## config.mk

```make
export PLATFORM = sky130hd
export DESIGN_NAME = ast_tx
export DESIGN_NICKNAME = d
export VERILOG_FILES = /design/src/shared/ast_pkg.sv /design/src/rtl/ast_fifo.sv /design/src/rtl/ast_tick.sv /design/src/rtl/ast_tx.sv
export VERILOG_INCLUDE_DIRS = /design/src /design/src/shared
export SDC_FILE = /design/constraint.sdc
export NUM_CORES = 1
export LEC_CHECK = 0
export ABC_AREA = 1
export BUFFER_PORTS_ARGS = -buffer_cell sky130_fd_sc_hd__buf_4
export CAP_MARGIN = 5
export CORE_UTILIZATION = 40
export DETAILED_ROUTE_END_ITERATION = 8
export PLACE_DENSITY_LB_ADDON = 0.08
export SYNTH_ARGS = -nofsm -noshare
export SYNTH_HDL_FRONTEND = slang
export SYNTH_SLANG_ARGS = --single-unit
```

## constraint.sdc

```tcl
create_clock -name MCLK -period 2.55 [get_ports MCLK]
set_clock_uncertainty 0.1 [all_clocks]
set_input_delay 0.255 -clock MCLK [delete_from_list [all_inputs] [get_ports MCLK]]
set_output_delay 0.255 -clock MCLK [all_outputs]
set_load 0.02 [all_outputs]
```

## src/shared/ast_params.svh

```systemverilog
`ifndef AST_PARAMS_SVH
`define AST_PARAMS_SVH
`define AST_OVERSAMPLE      5'd16
`define AST_HALF_BIT        5'd8
`define AST_RESET_WAIT      5'd18
`define AST_LEN_5           2'b00
`define AST_FIFO_DEPTH      4
`define AST_DATA_W          8
`endif

```

## src/shared/ast_pkg.sv

```systemverilog
package ast_pkg;
    typedef enum logic [2:0] {
        AST_IDLE   = 3'b000,
        AST_START  = 3'b001,
        AST_DATA   = 3'b010,
        AST_PARITY = 3'b011,
        AST_STOP   = 3'b100
    } ast_state_e;
    typedef logic [7:0] ast_char_t;
endpackage

```

## src/rtl/ast_fifo.sv

```systemverilog
`timescale 1ns/1ns
module ast_fifo #(
    parameter int WIDTH = 8,
    parameter int DEPTH = 4
) (
    // Clock and reset.
    input  wire logic             clk,
    input  wire logic             rst_b,
    // Fill side.
    input  wire logic             in_valid,
    output logic                  in_ready,
    input  wire logic [WIDTH-1:0] in_data,
    // Drain side.
    output logic                  out_valid,
    input  wire logic             out_ready,
    output logic      [WIDTH-1:0] out_data
);
    localparam int AW = (DEPTH > 1) ? $clog2(DEPTH) : 1;
    logic [WIDTH-1:0] mem [DEPTH];
    logic [AW-1:0]    wr_ptr;
    logic [AW-1:0]    rd_ptr;
    logic [AW:0]      count;
    logic             do_wr;
    logic             do_rd;

    assign in_ready  = (count != (AW+1)'(DEPTH));
    assign out_valid = (count != '0);
    assign do_wr     = in_valid && in_ready;
    assign do_rd     = out_valid && out_ready;
    assign out_data  = mem[rd_ptr];

    always_ff @(posedge clk) begin
        if (!rst_b) begin
            wr_ptr <= '0;
            rd_ptr <= '0;
        end else begin
            if (do_wr) begin
                wr_ptr <= (wr_ptr == AW'(DEPTH-1)) ? '0 : wr_ptr + 1'b1;
            end
            if (do_rd) begin
                rd_ptr <= (rd_ptr == AW'(DEPTH-1)) ? '0 : rd_ptr + 1'b1;
            end
        end
    end

    always_ff @(posedge clk) begin
        if (!rst_b) begin
            count <= '0;
        end else begin
            count <= count + (AW+1)'(do_wr) - (AW+1)'(do_rd);
        end
    end

    always_ff @(posedge clk) begin
        if (do_wr) begin
            mem[wr_ptr] <= in_data;
        end
    end
endmodule

```

## src/rtl/ast_tick.sv

```systemverilog
`timescale 1ns/1ns
module ast_tick (
    // Clock and reset.
    input  wire logic clk,
    input  wire logic rst_b,
    // Shift clock level and its rising-edge pulse.
    input  wire logic shift_clock,
    output logic      tick
);
    logic prev;

    always_ff @(posedge clk) begin
        if (!rst_b) begin
            prev <= 1'b0;
        end else begin
            prev <= shift_clock;
        end
    end

    assign tick = shift_clock && !prev;
endmodule

```

## src/rtl/ast_tx.sv

```systemverilog
`timescale 1ns/1ns
`include "ast_params.svh"
// Summary of operation
// RULE1: Buffer-empty high once character moved to shifter.
// RULE2: Low load strobe captures parallel data.
// RULE3: Strobe rise starts move; waits if busy.
// RULE4: Shifter-empty rises after final stop bit.
// RULE5: Start, data, stop bits on one output.
// RULE6: Short words ignore upper data inputs.
// RULE7: Data input bit one is LSB.
// RULE8: Format latch follows while load high.
// RULE9: Parity inhibit omits parity, forces error low.
// RULE10: Stop select gives 1.5 or 2 stops.
// RULE11: Length selects choose 5 to 8 bits.
// RULE12: Parity sense high even, low odd.
// RULE13: Each bit lasts sixteen shift clocks.
// RULE14: Strobe rise clears buffer-empty flag.
// RULE15: Idle shifter loads within one shift clock.
// RULE16: Waiting character starts after current finishes.
// RULE17: Master reset; shifter-empty after 18 clocks.
// RULE18: Status disable floats buffer-empty flag.
// RULE19: Idle high, start low, LSB first.
// RULE20: Host loads only while buffer empty; the FIFO here accepts loads whenever TX_LOAD_READY is high.
module ast_tx #(
    parameter int DATA_W     = `AST_DATA_W,
    parameter int FIFO_DEPTH = `AST_FIFO_DEPTH
) (
    // Clock and reset.
    input  wire logic             MCLK,
    input  wire logic             RST_B,
    input  wire logic             MASTER_RESET,
    input  wire logic             TX_SHIFT_CLOCK,
    // Parallel load.
    input  wire ast_pkg::ast_char_t TX_PARALLEL_DATA,
    input  wire logic             TX_BUFFER_LOAD_N,
    output logic                  TX_LOAD_READY,
    // Format control.
    input  wire logic             FORMAT_LATCH_LOAD,
    input  wire logic             PARITY_INHIBIT,
    input  wire logic             STOP_SELECT,
    input  wire logic             LENGTH_SELECT1,
    input  wire logic             LENGTH_SELECT2,
    input  wire logic             PARITY_SENSE,
    // Status.
    input  wire logic             STATUS_DISABLE,
    output logic                  TX_BUFFER_EMPTY,
    output logic                  TX_BUFFER_EMPTY_OE,
    output logic                  TX_SHIFTER_EMPTY,
    output logic                  PARITY_ERROR,
    output logic                  PARITY_ERROR_OE,
    // Serial line.
    output logic                  TX_SERIAL_OUT
);
    import ast_pkg::*;

    // ----------------------------------------------------------------
    // Format latch and strobe edge.
    // ----------------------------------------------------------------
    logic       fmt_pi;
    logic       fmt_sbs;
    logic [1:0] fmt_len;
    logic       fmt_even;
    logic       cur_pi;
    logic       cur_sbs;
    logic [1:0] cur_len;
    logic       cur_even;
    logic       load_prev;
    logic       load_rise;
    logic       tick;
    logic       run_rst;
    ast_char_t  buf_data;

    assign run_rst = !RST_B || MASTER_RESET;

    always_ff @(posedge MCLK) begin
        if (!RST_B) begin
            fmt_pi   <= 1'b0;
            fmt_sbs  <= 1'b0;
            fmt_len  <= 2'b00;
            fmt_even <= 1'b0;
        end else if (FORMAT_LATCH_LOAD) begin // RULE8
            fmt_pi   <= PARITY_INHIBIT;
            fmt_sbs  <= STOP_SELECT;
            fmt_len  <= {LENGTH_SELECT2, LENGTH_SELECT1}; // RULE11
            fmt_even <= PARITY_SENSE;
        end
    end

    // Transparent while the load input is high.
    assign cur_pi   = FORMAT_LATCH_LOAD ? PARITY_INHIBIT : fmt_pi;
    assign cur_sbs  = FORMAT_LATCH_LOAD ? STOP_SELECT : fmt_sbs;
    assign cur_len  = FORMAT_LATCH_LOAD ? {LENGTH_SELECT2, LENGTH_SELECT1} : fmt_len;
    assign cur_even = FORMAT_LATCH_LOAD ? PARITY_SENSE : fmt_even;

    always_ff @(posedge MCLK) begin
        if (!RST_B) begin
            load_prev <= 1'b1;
        end else begin
            load_prev <= TX_BUFFER_LOAD_N;
        end
    end

    assign load_rise = TX_BUFFER_LOAD_N && !load_prev; // RULE3

    always_ff @(posedge MCLK) begin
        if (!RST_B) begin
            buf_data <= '0;
        end else if (!TX_BUFFER_LOAD_N) begin
            buf_data <= TX_PARALLEL_DATA; // RULE2
        end
    end

    ast_tick u_tick (
        .clk         (MCLK),
        .rst_b       (RST_B),
        .shift_clock (TX_SHIFT_CLOCK),
        .tick        (tick)
    );

    // ----------------------------------------------------------------
    // Holding FIFO.
    // ----------------------------------------------------------------
    logic      fifo_in_valid;
    logic      fifo_out_valid;
    logic      fifo_out_ready;
    ast_char_t fifo_out_data;
    logic      fifo_in_ready;

    assign fifo_in_valid = load_rise;
    assign TX_LOAD_READY = fifo_in_ready;

    ast_fifo #(
        .WIDTH (DATA_W),
        .DEPTH (FIFO_DEPTH)
    ) u_fifo (
        .clk       (MCLK),
        .rst_b     (!run_rst),
        .in_valid  (fifo_in_valid),
        .in_ready  (fifo_in_ready),
        .in_data   (buf_data),
        .out_valid (fifo_out_valid),
        .out_ready (fifo_out_ready),
        .out_data  (fifo_out_data)
    );

    // ----------------------------------------------------------------
    // Shifter.
    // ----------------------------------------------------------------
    ast_state_e state;
    ast_char_t  shift;
    logic [4:0] sub;
    logic [2:0] bit_idx;
    logic [2:0] last_bit;
    logic       stop_second;
    logic       parity;
    logic       half_stop;
    logic [4:0] rst_wait;
    logic       ready_run;

    assign last_bit  = 3'd4 + {1'b0, cur_len}; // RULE11
    assign half_stop = (cur_len == `AST_LEN_5);
    assign fifo_out_ready = tick && ready_run && (state == AST_IDLE); // RULE15 RULE16

    always_ff @(posedge MCLK) begin
        if (run_rst) begin
            rst_wait <= '0;
        end else if (rst_wait != `AST_RESET_WAIT) begin
            rst_wait <= rst_wait + 5'd1; // RULE17
        end
    end

    assign ready_run = (rst_wait == `AST_RESET_WAIT);

    always_ff @(posedge MCLK) begin
        if (run_rst) begin
            state       <= AST_IDLE;
            shift       <= '0;
            sub         <= '0;
            bit_idx     <= '0;
            stop_second <= 1'b0;
            parity      <= 1'b0;
        end else if (tick) begin
            case (state)
                AST_IDLE: begin
                    if (fifo_out_valid && ready_run) begin
                        // Mask unused upper bits for short words.
                        for (int i = 0; i < 8; i++) begin
                            shift[i] <= fifo_out_data[i] && (3'(i) <= last_bit); // RULE6 RULE7
                        end
                        parity      <= ^fifo_out_data;
                        sub         <= '0;
                        bit_idx     <= '0;
                        stop_second <= 1'b0;
                        state       <= AST_START;
                    end
                end
                AST_START: begin
                    sub <= sub + 5'd1;
                    if (sub == `AST_OVERSAMPLE - 5'd1) begin // RULE13
                        sub   <= '0;
                        state <= AST_DATA;
                        parity <= ^shift;
                    end
                end
                AST_DATA: begin
                    sub <= sub + 5'd1;
                    if (sub == `AST_OVERSAMPLE - 5'd1) begin
                        sub     <= '0;
                        shift   <= {1'b0, shift[7:1]};
                        bit_idx <= bit_idx + 3'd1;
                        if (bit_idx == last_bit) begin
                            state <= cur_pi ? AST_STOP : AST_PARITY; // RULE9
                        end
                    end
                end
                AST_PARITY: begin
                    sub <= sub + 5'd1;
                    if (sub == `AST_OVERSAMPLE - 5'd1) begin
                        sub   <= '0;
                        state <= AST_STOP;
                    end
                end
                AST_STOP: begin
                    sub <= sub + 5'd1;
                    if (!stop_second && sub == `AST_OVERSAMPLE - 5'd1) begin
                        sub <= '0;
                        if (cur_sbs) begin
                            stop_second <= 1'b1; // RULE10
                        end else begin
                            state <= AST_IDLE;
                        end
                    end else if (stop_second && (half_stop ? sub == `AST_HALF_BIT - 5'd1
                                                           : sub == `AST_OVERSAMPLE - 5'd1)) begin
                        sub         <= '0;
                        stop_second <= 1'b0;
                        state       <= AST_IDLE;
                    end
                end
                default: begin
                    state <= AST_IDLE;
                end
            endcase
        end
    end

    // ----------------------------------------------------------------
    // Outputs.
    // ----------------------------------------------------------------
    always_ff @(posedge MCLK) begin
        if (run_rst) begin
            TX_SERIAL_OUT <= 1'b1;
        end else begin
            case (state)
                AST_START:  TX_SERIAL_OUT <= 1'b0; // RULE19 RULE5
                AST_DATA:   TX_SERIAL_OUT <= shift[0];
                AST_PARITY: TX_SERIAL_OUT <= parity ^ !cur_even; // RULE12
                default:    TX_SERIAL_OUT <= 1'b1;
            endcase
        end
    end

    always_ff @(posedge MCLK) begin
        if (run_rst) begin
            TX_SHIFTER_EMPTY <= 1'b0;
        end else begin
            TX_SHIFTER_EMPTY <= ready_run && (state == AST_IDLE) && !fifo_out_valid; // RULE4
        end
    end

    always_ff @(posedge MCLK) begin
        if (run_rst) begin
            TX_BUFFER_EMPTY <= 1'b1;
        end else if (load_rise) begin
            TX_BUFFER_EMPTY <= 1'b0; // RULE14
        end else if (!fifo_out_valid) begin
            TX_BUFFER_EMPTY <= 1'b1; // RULE1
        end
    end

    assign TX_BUFFER_EMPTY_OE = !STATUS_DISABLE; // RULE18
    assign PARITY_ERROR       = 1'b0; // RULE9
    assign PARITY_ERROR_OE    = !STATUS_DISABLE;
endmodule

```

# After elaboration in Yosys (flattened, before gate mapping)
# Memories as Yosys holds them, arrays and structs flattened. A register that Yosys moved wholly into a read port is not among the register bits.
# Index checks and enable logic that the tools add are counted.
[word_totals]
regBits = 51
ram_bits = 32
output_inout_bits = 7
word_cells = 144
n_memories = 1
[memory_table]
columns = ["memory", "depth", "word_bits", "rd", "rd_ports_with_merged_regs", "write_ports", "line_no", "text"]
rows = [
  ["u_fifo.mem", 4, 8, 1, 1, 1, "ast_fifo.sv:19", "logic [WIDTH-1:0] mem [DEPTH];"],
]
[op_classes]
n_addsub = 8
magnitude_cmp = 8
n_eq_ne = 21
mux = 43
n_bitwise = 1
n_reduce_logical = 42
[ops]
columns = ["operator", "count"]
rows = [
  ["2-to-1 mux 3 bit", 11],
  ["2-to-1 mux 5 bit", 4],
  ["logical AND 1 bit", 19],
  ["2-to-1 mux 8 bit", 2],
  ["one-hot mux 8 bit (2 select lines)", 1],
  ["parity 8 bit", 2],
  ["one-hot mux 3 bit (5 select lines)", 1],
  ["one-hot mux 5 bit (3 select lines)", 1],
  ["2-to-1 mux 1 bit", 14],
  ["<= comparator 3 bit, first input constant", 4],
  ["inequality test 3 bit, second input constant", 4],
  ["adder 5 x 1 -> 5 bit, second input constant", 2],
  ["2-to-1 mux 2 bit", 5],
  ["inequality test 2 bit, second input constant", 5],
  ["AND reduction 4 bit", 2],
  ["AND reduction 8 bit", 1],
  ["logical NOT 1 bit", 7],
  ["equality test 3 x 2 -> 1 bit, second input constant", 2],
  ["<= comparator 1 x 3 -> 1 bit, first input constant", 2],
  ["<= comparator 2 x 3 -> 1 bit, first input constant", 2],
  ["one-hot mux 3 bit (2 select lines)", 1],
  ["nonzero test 2 bit", 3],
  ["nonzero test 3 bit", 2],
  ["equality test 5 x 3 -> 1 bit, second input constant", 1],
  ["other kinds (22)", 25],
]

# Longest topological paths before layout
[logic_depth]
ltp_word = 7
ltp_mapped = 16
ltp_nobuf = 14

# By module
# A second synthesis with hierarchy kept.
[hier_totals]
hier_cells = 498
area_unflattened_um2 = 4160.2
[modules_own_cells]
columns = ["mod", "instances", "cells_each", "area_each_um2"]
rows = [
  ["ast_tx", 1, 349, 2424.8],
  ["ast_fifo", 1, 144, 1697.9],
  ["ast_tick", 1, 5, 37.5],
]

# Least setup slack after synthesis
# No wires, ideal clock.
[synth_path]
path_kind = "reg-to-reg"
startpoint = "reg state[1]"
endpoint = "reg u_fifo.count[2]"
setup_time_ns = 0.120
arrival_time_ns = 2.213
setup_slack_ns = 0.116
stages_incl_launch_ff = 13
period_less_slack_ns = 2.434
cell_sequence = "dfxtp_1 -> nor2_1 -> inv_2 -> nor2_1 -> inv_1 -> nor3_1 -> ha_1 -> inv_1 -> ha_1 -> inv_1 -> fa_1 -> o21ai_0 -> a21oi_1"
[synth_between]
elab_chain_cells = 4
[synth_rtl]
columns = ["item", "line_no", "text"]
rows = [
  ["start: declaration", "ast_tx.sv:149", "ast_state_e state;"],
  ["start signal: assignment", "ast_tx.sv:212", "state <= cur_pi ? AST_STOP : AST_PARITY;"],
  ["logical NOT 3 bit", "ast_tx.sv:162", "assign fifo_out_ready = tick && ready_run && (state == AST_IDLE);"],
  ["logical AND 1 bit", "ast_tx.sv:162", ""],
  ["logical AND 1 bit", "ast_fifo.sv:29", "assign do_rd = out_valid && out_ready;"],
  ["subtractor 3 x 1 -> 3 bit", "ast_fifo.sv:50", "count <= count + (AW+1)'(do_wr) - (AW+1)'(do_rd);"],
  ["end signal: assignment", "ast_fifo.sv:50", ""],
  ["end: declaration", "ast_fifo.sv:22", "logic [AW:0] count;"],
]
# No other way between the ends.
# A chain may end at the register's enable or synchronous reset.

# Worst setup path in the final report
[layout_path]
startpoint = "reg rst_wait[0]"
endpoint = "reg u_fifo.count[1]"
[layout_between]
elab_chain_cells = 5
[layout_rtl]
columns = ["item", "line_no", "text"]
rows = [
  ["start: declaration", "ast_tx.sv:157", "logic [4:0] rst_wait;"],
  ["start signal: assignment", "ast_tx.sv:168", "rst_wait <= rst_wait + 5'd1;"],
  ["equality test 5 bit (no line)", "n/a", ""],
  ["logical AND 1 bit (2 in a row)", "ast_tx.sv:162", ""],
  ["logical AND 1 bit", "ast_fifo.sv:29", ""],
  ["subtractor 3 x 1 -> 3 bit", "ast_fifo.sv:50", ""],
]
# No other way between the ends.

==> results by group <==
Outcome
  • Status: finished, final reports clean

Final layout
  • P&R area growth vs syn: 14.7%
  • Fin util: 47.9%
  • Share of layout cells above drive strength 1: 13.6%
  • Most common cell after layout, fill and taps aside: nand2_1
  • Commonest non-fill, non-tap cells in the layout: nand2_1 (147), nor2_1 (57), inv_1 (56)
  • Diodes inserted: 0
  • Finished Cell Area: 4730 µm²
  • Nets: 589

Timing
  • Crit share post-route: 94.4%
  • Worst Tran Pin Value: 0.659 ns
  • Setup violators final: 0
  • Rel. slew slack: 55.9%
  • Setup WS post-layout: 0.143 ns
  • Fin. Hold Viols: 0
  • Min cycle time layout: 2.41 ns
  • Fmax achieved: 0.415 GHz
  • Fin. max-slew vios: 0

CTS
  • CTS Sinks: 85
  • Clock tree from TritonCTS: yes
  • Worst-path clk slew: 0.09 ns
  • CTS H-tree lvls: 3
  • CTS buffer count: 9
  • Clock buffer depth: 2
  • Clk Latency, worst-skew pair: 0.36 ns
  • CTS Root Cell: clkbuf_8

Place
  • Number of I/O port buffers: 25
  • Placer's final routability congestion estimate: 0.781
  • Placement Setup Slack: 0.0756 ns
  • DP Wirelength: 5.92 mm
  • Dpl cell area: 4490 µm²

Worst setup path
  • CP Capture Type: flop
  • CP max stage cell: fa_2
  • Required time of the critical path: 2.70 ns
  • Slowest Stage Delay on Critical Path: 0.52 ns
  • CP max FO: 4
  • Reg2reg setup slack: 0.14 ns
  • Crit Reg-Reg Startpoint: rst_wait[0]
  • CP arrival: 2.56 ns
  • Crit start category: flop
  • R2R cell count: 12
  • Crit Path Category: flop to flop
  • R2R Path End: u_fifo.count[1]
  • CP Cell Sequence: inv_1, ha_1, nand2_1, nor3_2, nand2_1, nor3_2, ha_1, inv_1, ha_1, inv_1, fa_2, nor2_1

Synthesis
  • Synthesized instance count: 519
  • Area contributors post-synth: dfxtp_1 (26%), edfxtp_1 (23%), nand2_1 (13%)
  • Synth area leader: dfxtp_1
  • Share of the synthesized area in the top cell type: 25.8%
  • Synthesized Nets: 553
  • Async set-reset flop share out of synthesis: 0%
  • Sequential share of the synthesized area: 49.1%
  • Post-synth EDFFs: 32
  • Synth Warn #: 0
  • FF+latch count, synth: 85
  • Yosys cell types: 40
  • Average cell area after synthesis: 7.94 µm²
  • Post-Syn Area: 4120 µm²
  • Ys flop type: dfxtp_1

GRT
  • Initial antenna violation count: 0
  • Largest net degree at the start of global routing: 23
  • First-pass GRT wire length: 13.2 mm
  • Total track usage: 16.6%
  • Total global routing overflow: 0
  • Vias in the first global route: 2,891

Floorplan
  • Die Wd: 103 µm
  • Rows: 36
  • Die height: 103 µm
  • Die area: 10,700 µm²
  • Core area: 9860 µm²
  • Initial Util: 41.8%
  • Ports: 27

Worst hold path
  • Worst Hold Class: primary input to flop
  • Hold Path Cell Cnt: 3
  • Hold wc startpoint: TX_PARALLEL_DATA[3]
  • Hold Path Sink: buf_data[3]

Drt
  • Total wire length: 8.07 mm
  • Residual DRC count: 0
  • Antenna viol nets, final: 0
  • Initial drt markers: 108
  • Detailed-route via count: 3,267
  • DR vias/cell: 4.71
  • Drt pass-1 iters: 5
  • Routed len/inst: 11.6 µm

Power and ir drop
  • Leak pwr: 2.00 nW
  • Pwr/cell area: 546 nW/µm²
  • Total Power: 2.58 mW
  • Peak VDD IR: 0.401 mV

Job
  • Max-Cap Viols: 0
==> cells in the mapped netlist, drive strengths merged, types with 4 or more instances <==
library cell	count
nand4	5
edfxtp	32
a21oi	28
clkbuf	4
o21ai	35
nor3	9
xnor2	6
or2	4
xor2	6
nand2	151
nand3	28
inv	59
dfxtp	53
nor2	57
buf	12
ha	13
==> flip-flops by register name (all words and copies together) (netlist names), 2 cells and up, named ones only <==
register       cells
buf_data           8
bit_idx            3
sub                5
fmt_len            2
rst_wait           5
shift              8
u_fifo.mem        32
u_fifo.count       3
u_fifo.wr_ptr      2
state              3
u_fifo.rd_ptr      2
==> logic make-up (layout without fill, tap and decap cells) <==
logic type               count (synthesis)  in the layout  synth area share [%]
multiplexers                             2              2                 0.486
AO/OA/AOI/OAI                           72             72                  9.72
buffers and inverters                   76            117                  7.65
AND/OR/NAND/NOR                        257            257                  26.0
flip-flops                              85             85                  49.1
XOR/XNOR                                12             12                  2.55
other                                    1              1                0.0910
adder cells (fa/ha/maj)                 14             14                  4.43
==> critical path: cells and delay by family (launching register included) <==
kind	cells	cell delay [ns]
flops	1	0.34
simple gates	5	0.61
fa+ha+maj	4	1.07
buf+inv	3	0.17
==> worst max path at each step <==
stage                           start              end  slack, ns  cells after the start
after floorplan              state[1]  u_fifo.count[2]       0.12                     12
after global placement    rst_wait[0]  u_fifo.count[2]       0.18                     13
after detailed placement  rst_wait[0]  u_fifo.count[2]       0.08                     13
after CTS                 rst_wait[0]  u_fifo.count[2]       0.05                     13
after global routing      rst_wait[0]  u_fifo.count[1]      -0.02                     12
final                     rst_wait[0]  u_fifo.count[1]       0.14                     12
==> timing repair <==
action / CTS / global route
resized for setup: 0 / 5
hold buffers: 1 / 0
hold endpoints to repair: 1 / 0
setup buffers: 0 / 1
setup endpoints to repair: 0 / 2
==> cell type report <==
cell class | instances | area, µm²
fill | 977 | 5140
sequential | 85 | 2020
multi-input combinational | 358 | 1790
timing repair buffer | 41 | 310
inverter | 60 | 225
tap | 133 | 166
clock buffer | 9 | 124
clock inverter | 7 | 82.6
==> power by group <==
group          internal, mW  switching [mW]
logic                0.0606          0.0849
registers              1.43          0.0159
clock network         0.466           0.521
==> stage by stage <==
stage               hold slack [ns]  std cells  setup TNS (ns)
floorplan                     0.248        519               0
global placement              0.346        675               0
detailed placement            0.348        675               0
CTS                         0.00993        692               0
global route                 0.0370        693         -0.0287
finish                       0.0233        693               0
==> layer usage <==
layer	up-vias	GRT usage (%)	wire [µm]
li1	1740	-	-
met1	1442	20.8	3920
met2	67	26.9	3630
met3	18	4.30	293
met4	0	7.80	225
met5	-	0	0
Power figures use the tool's default switching activity.
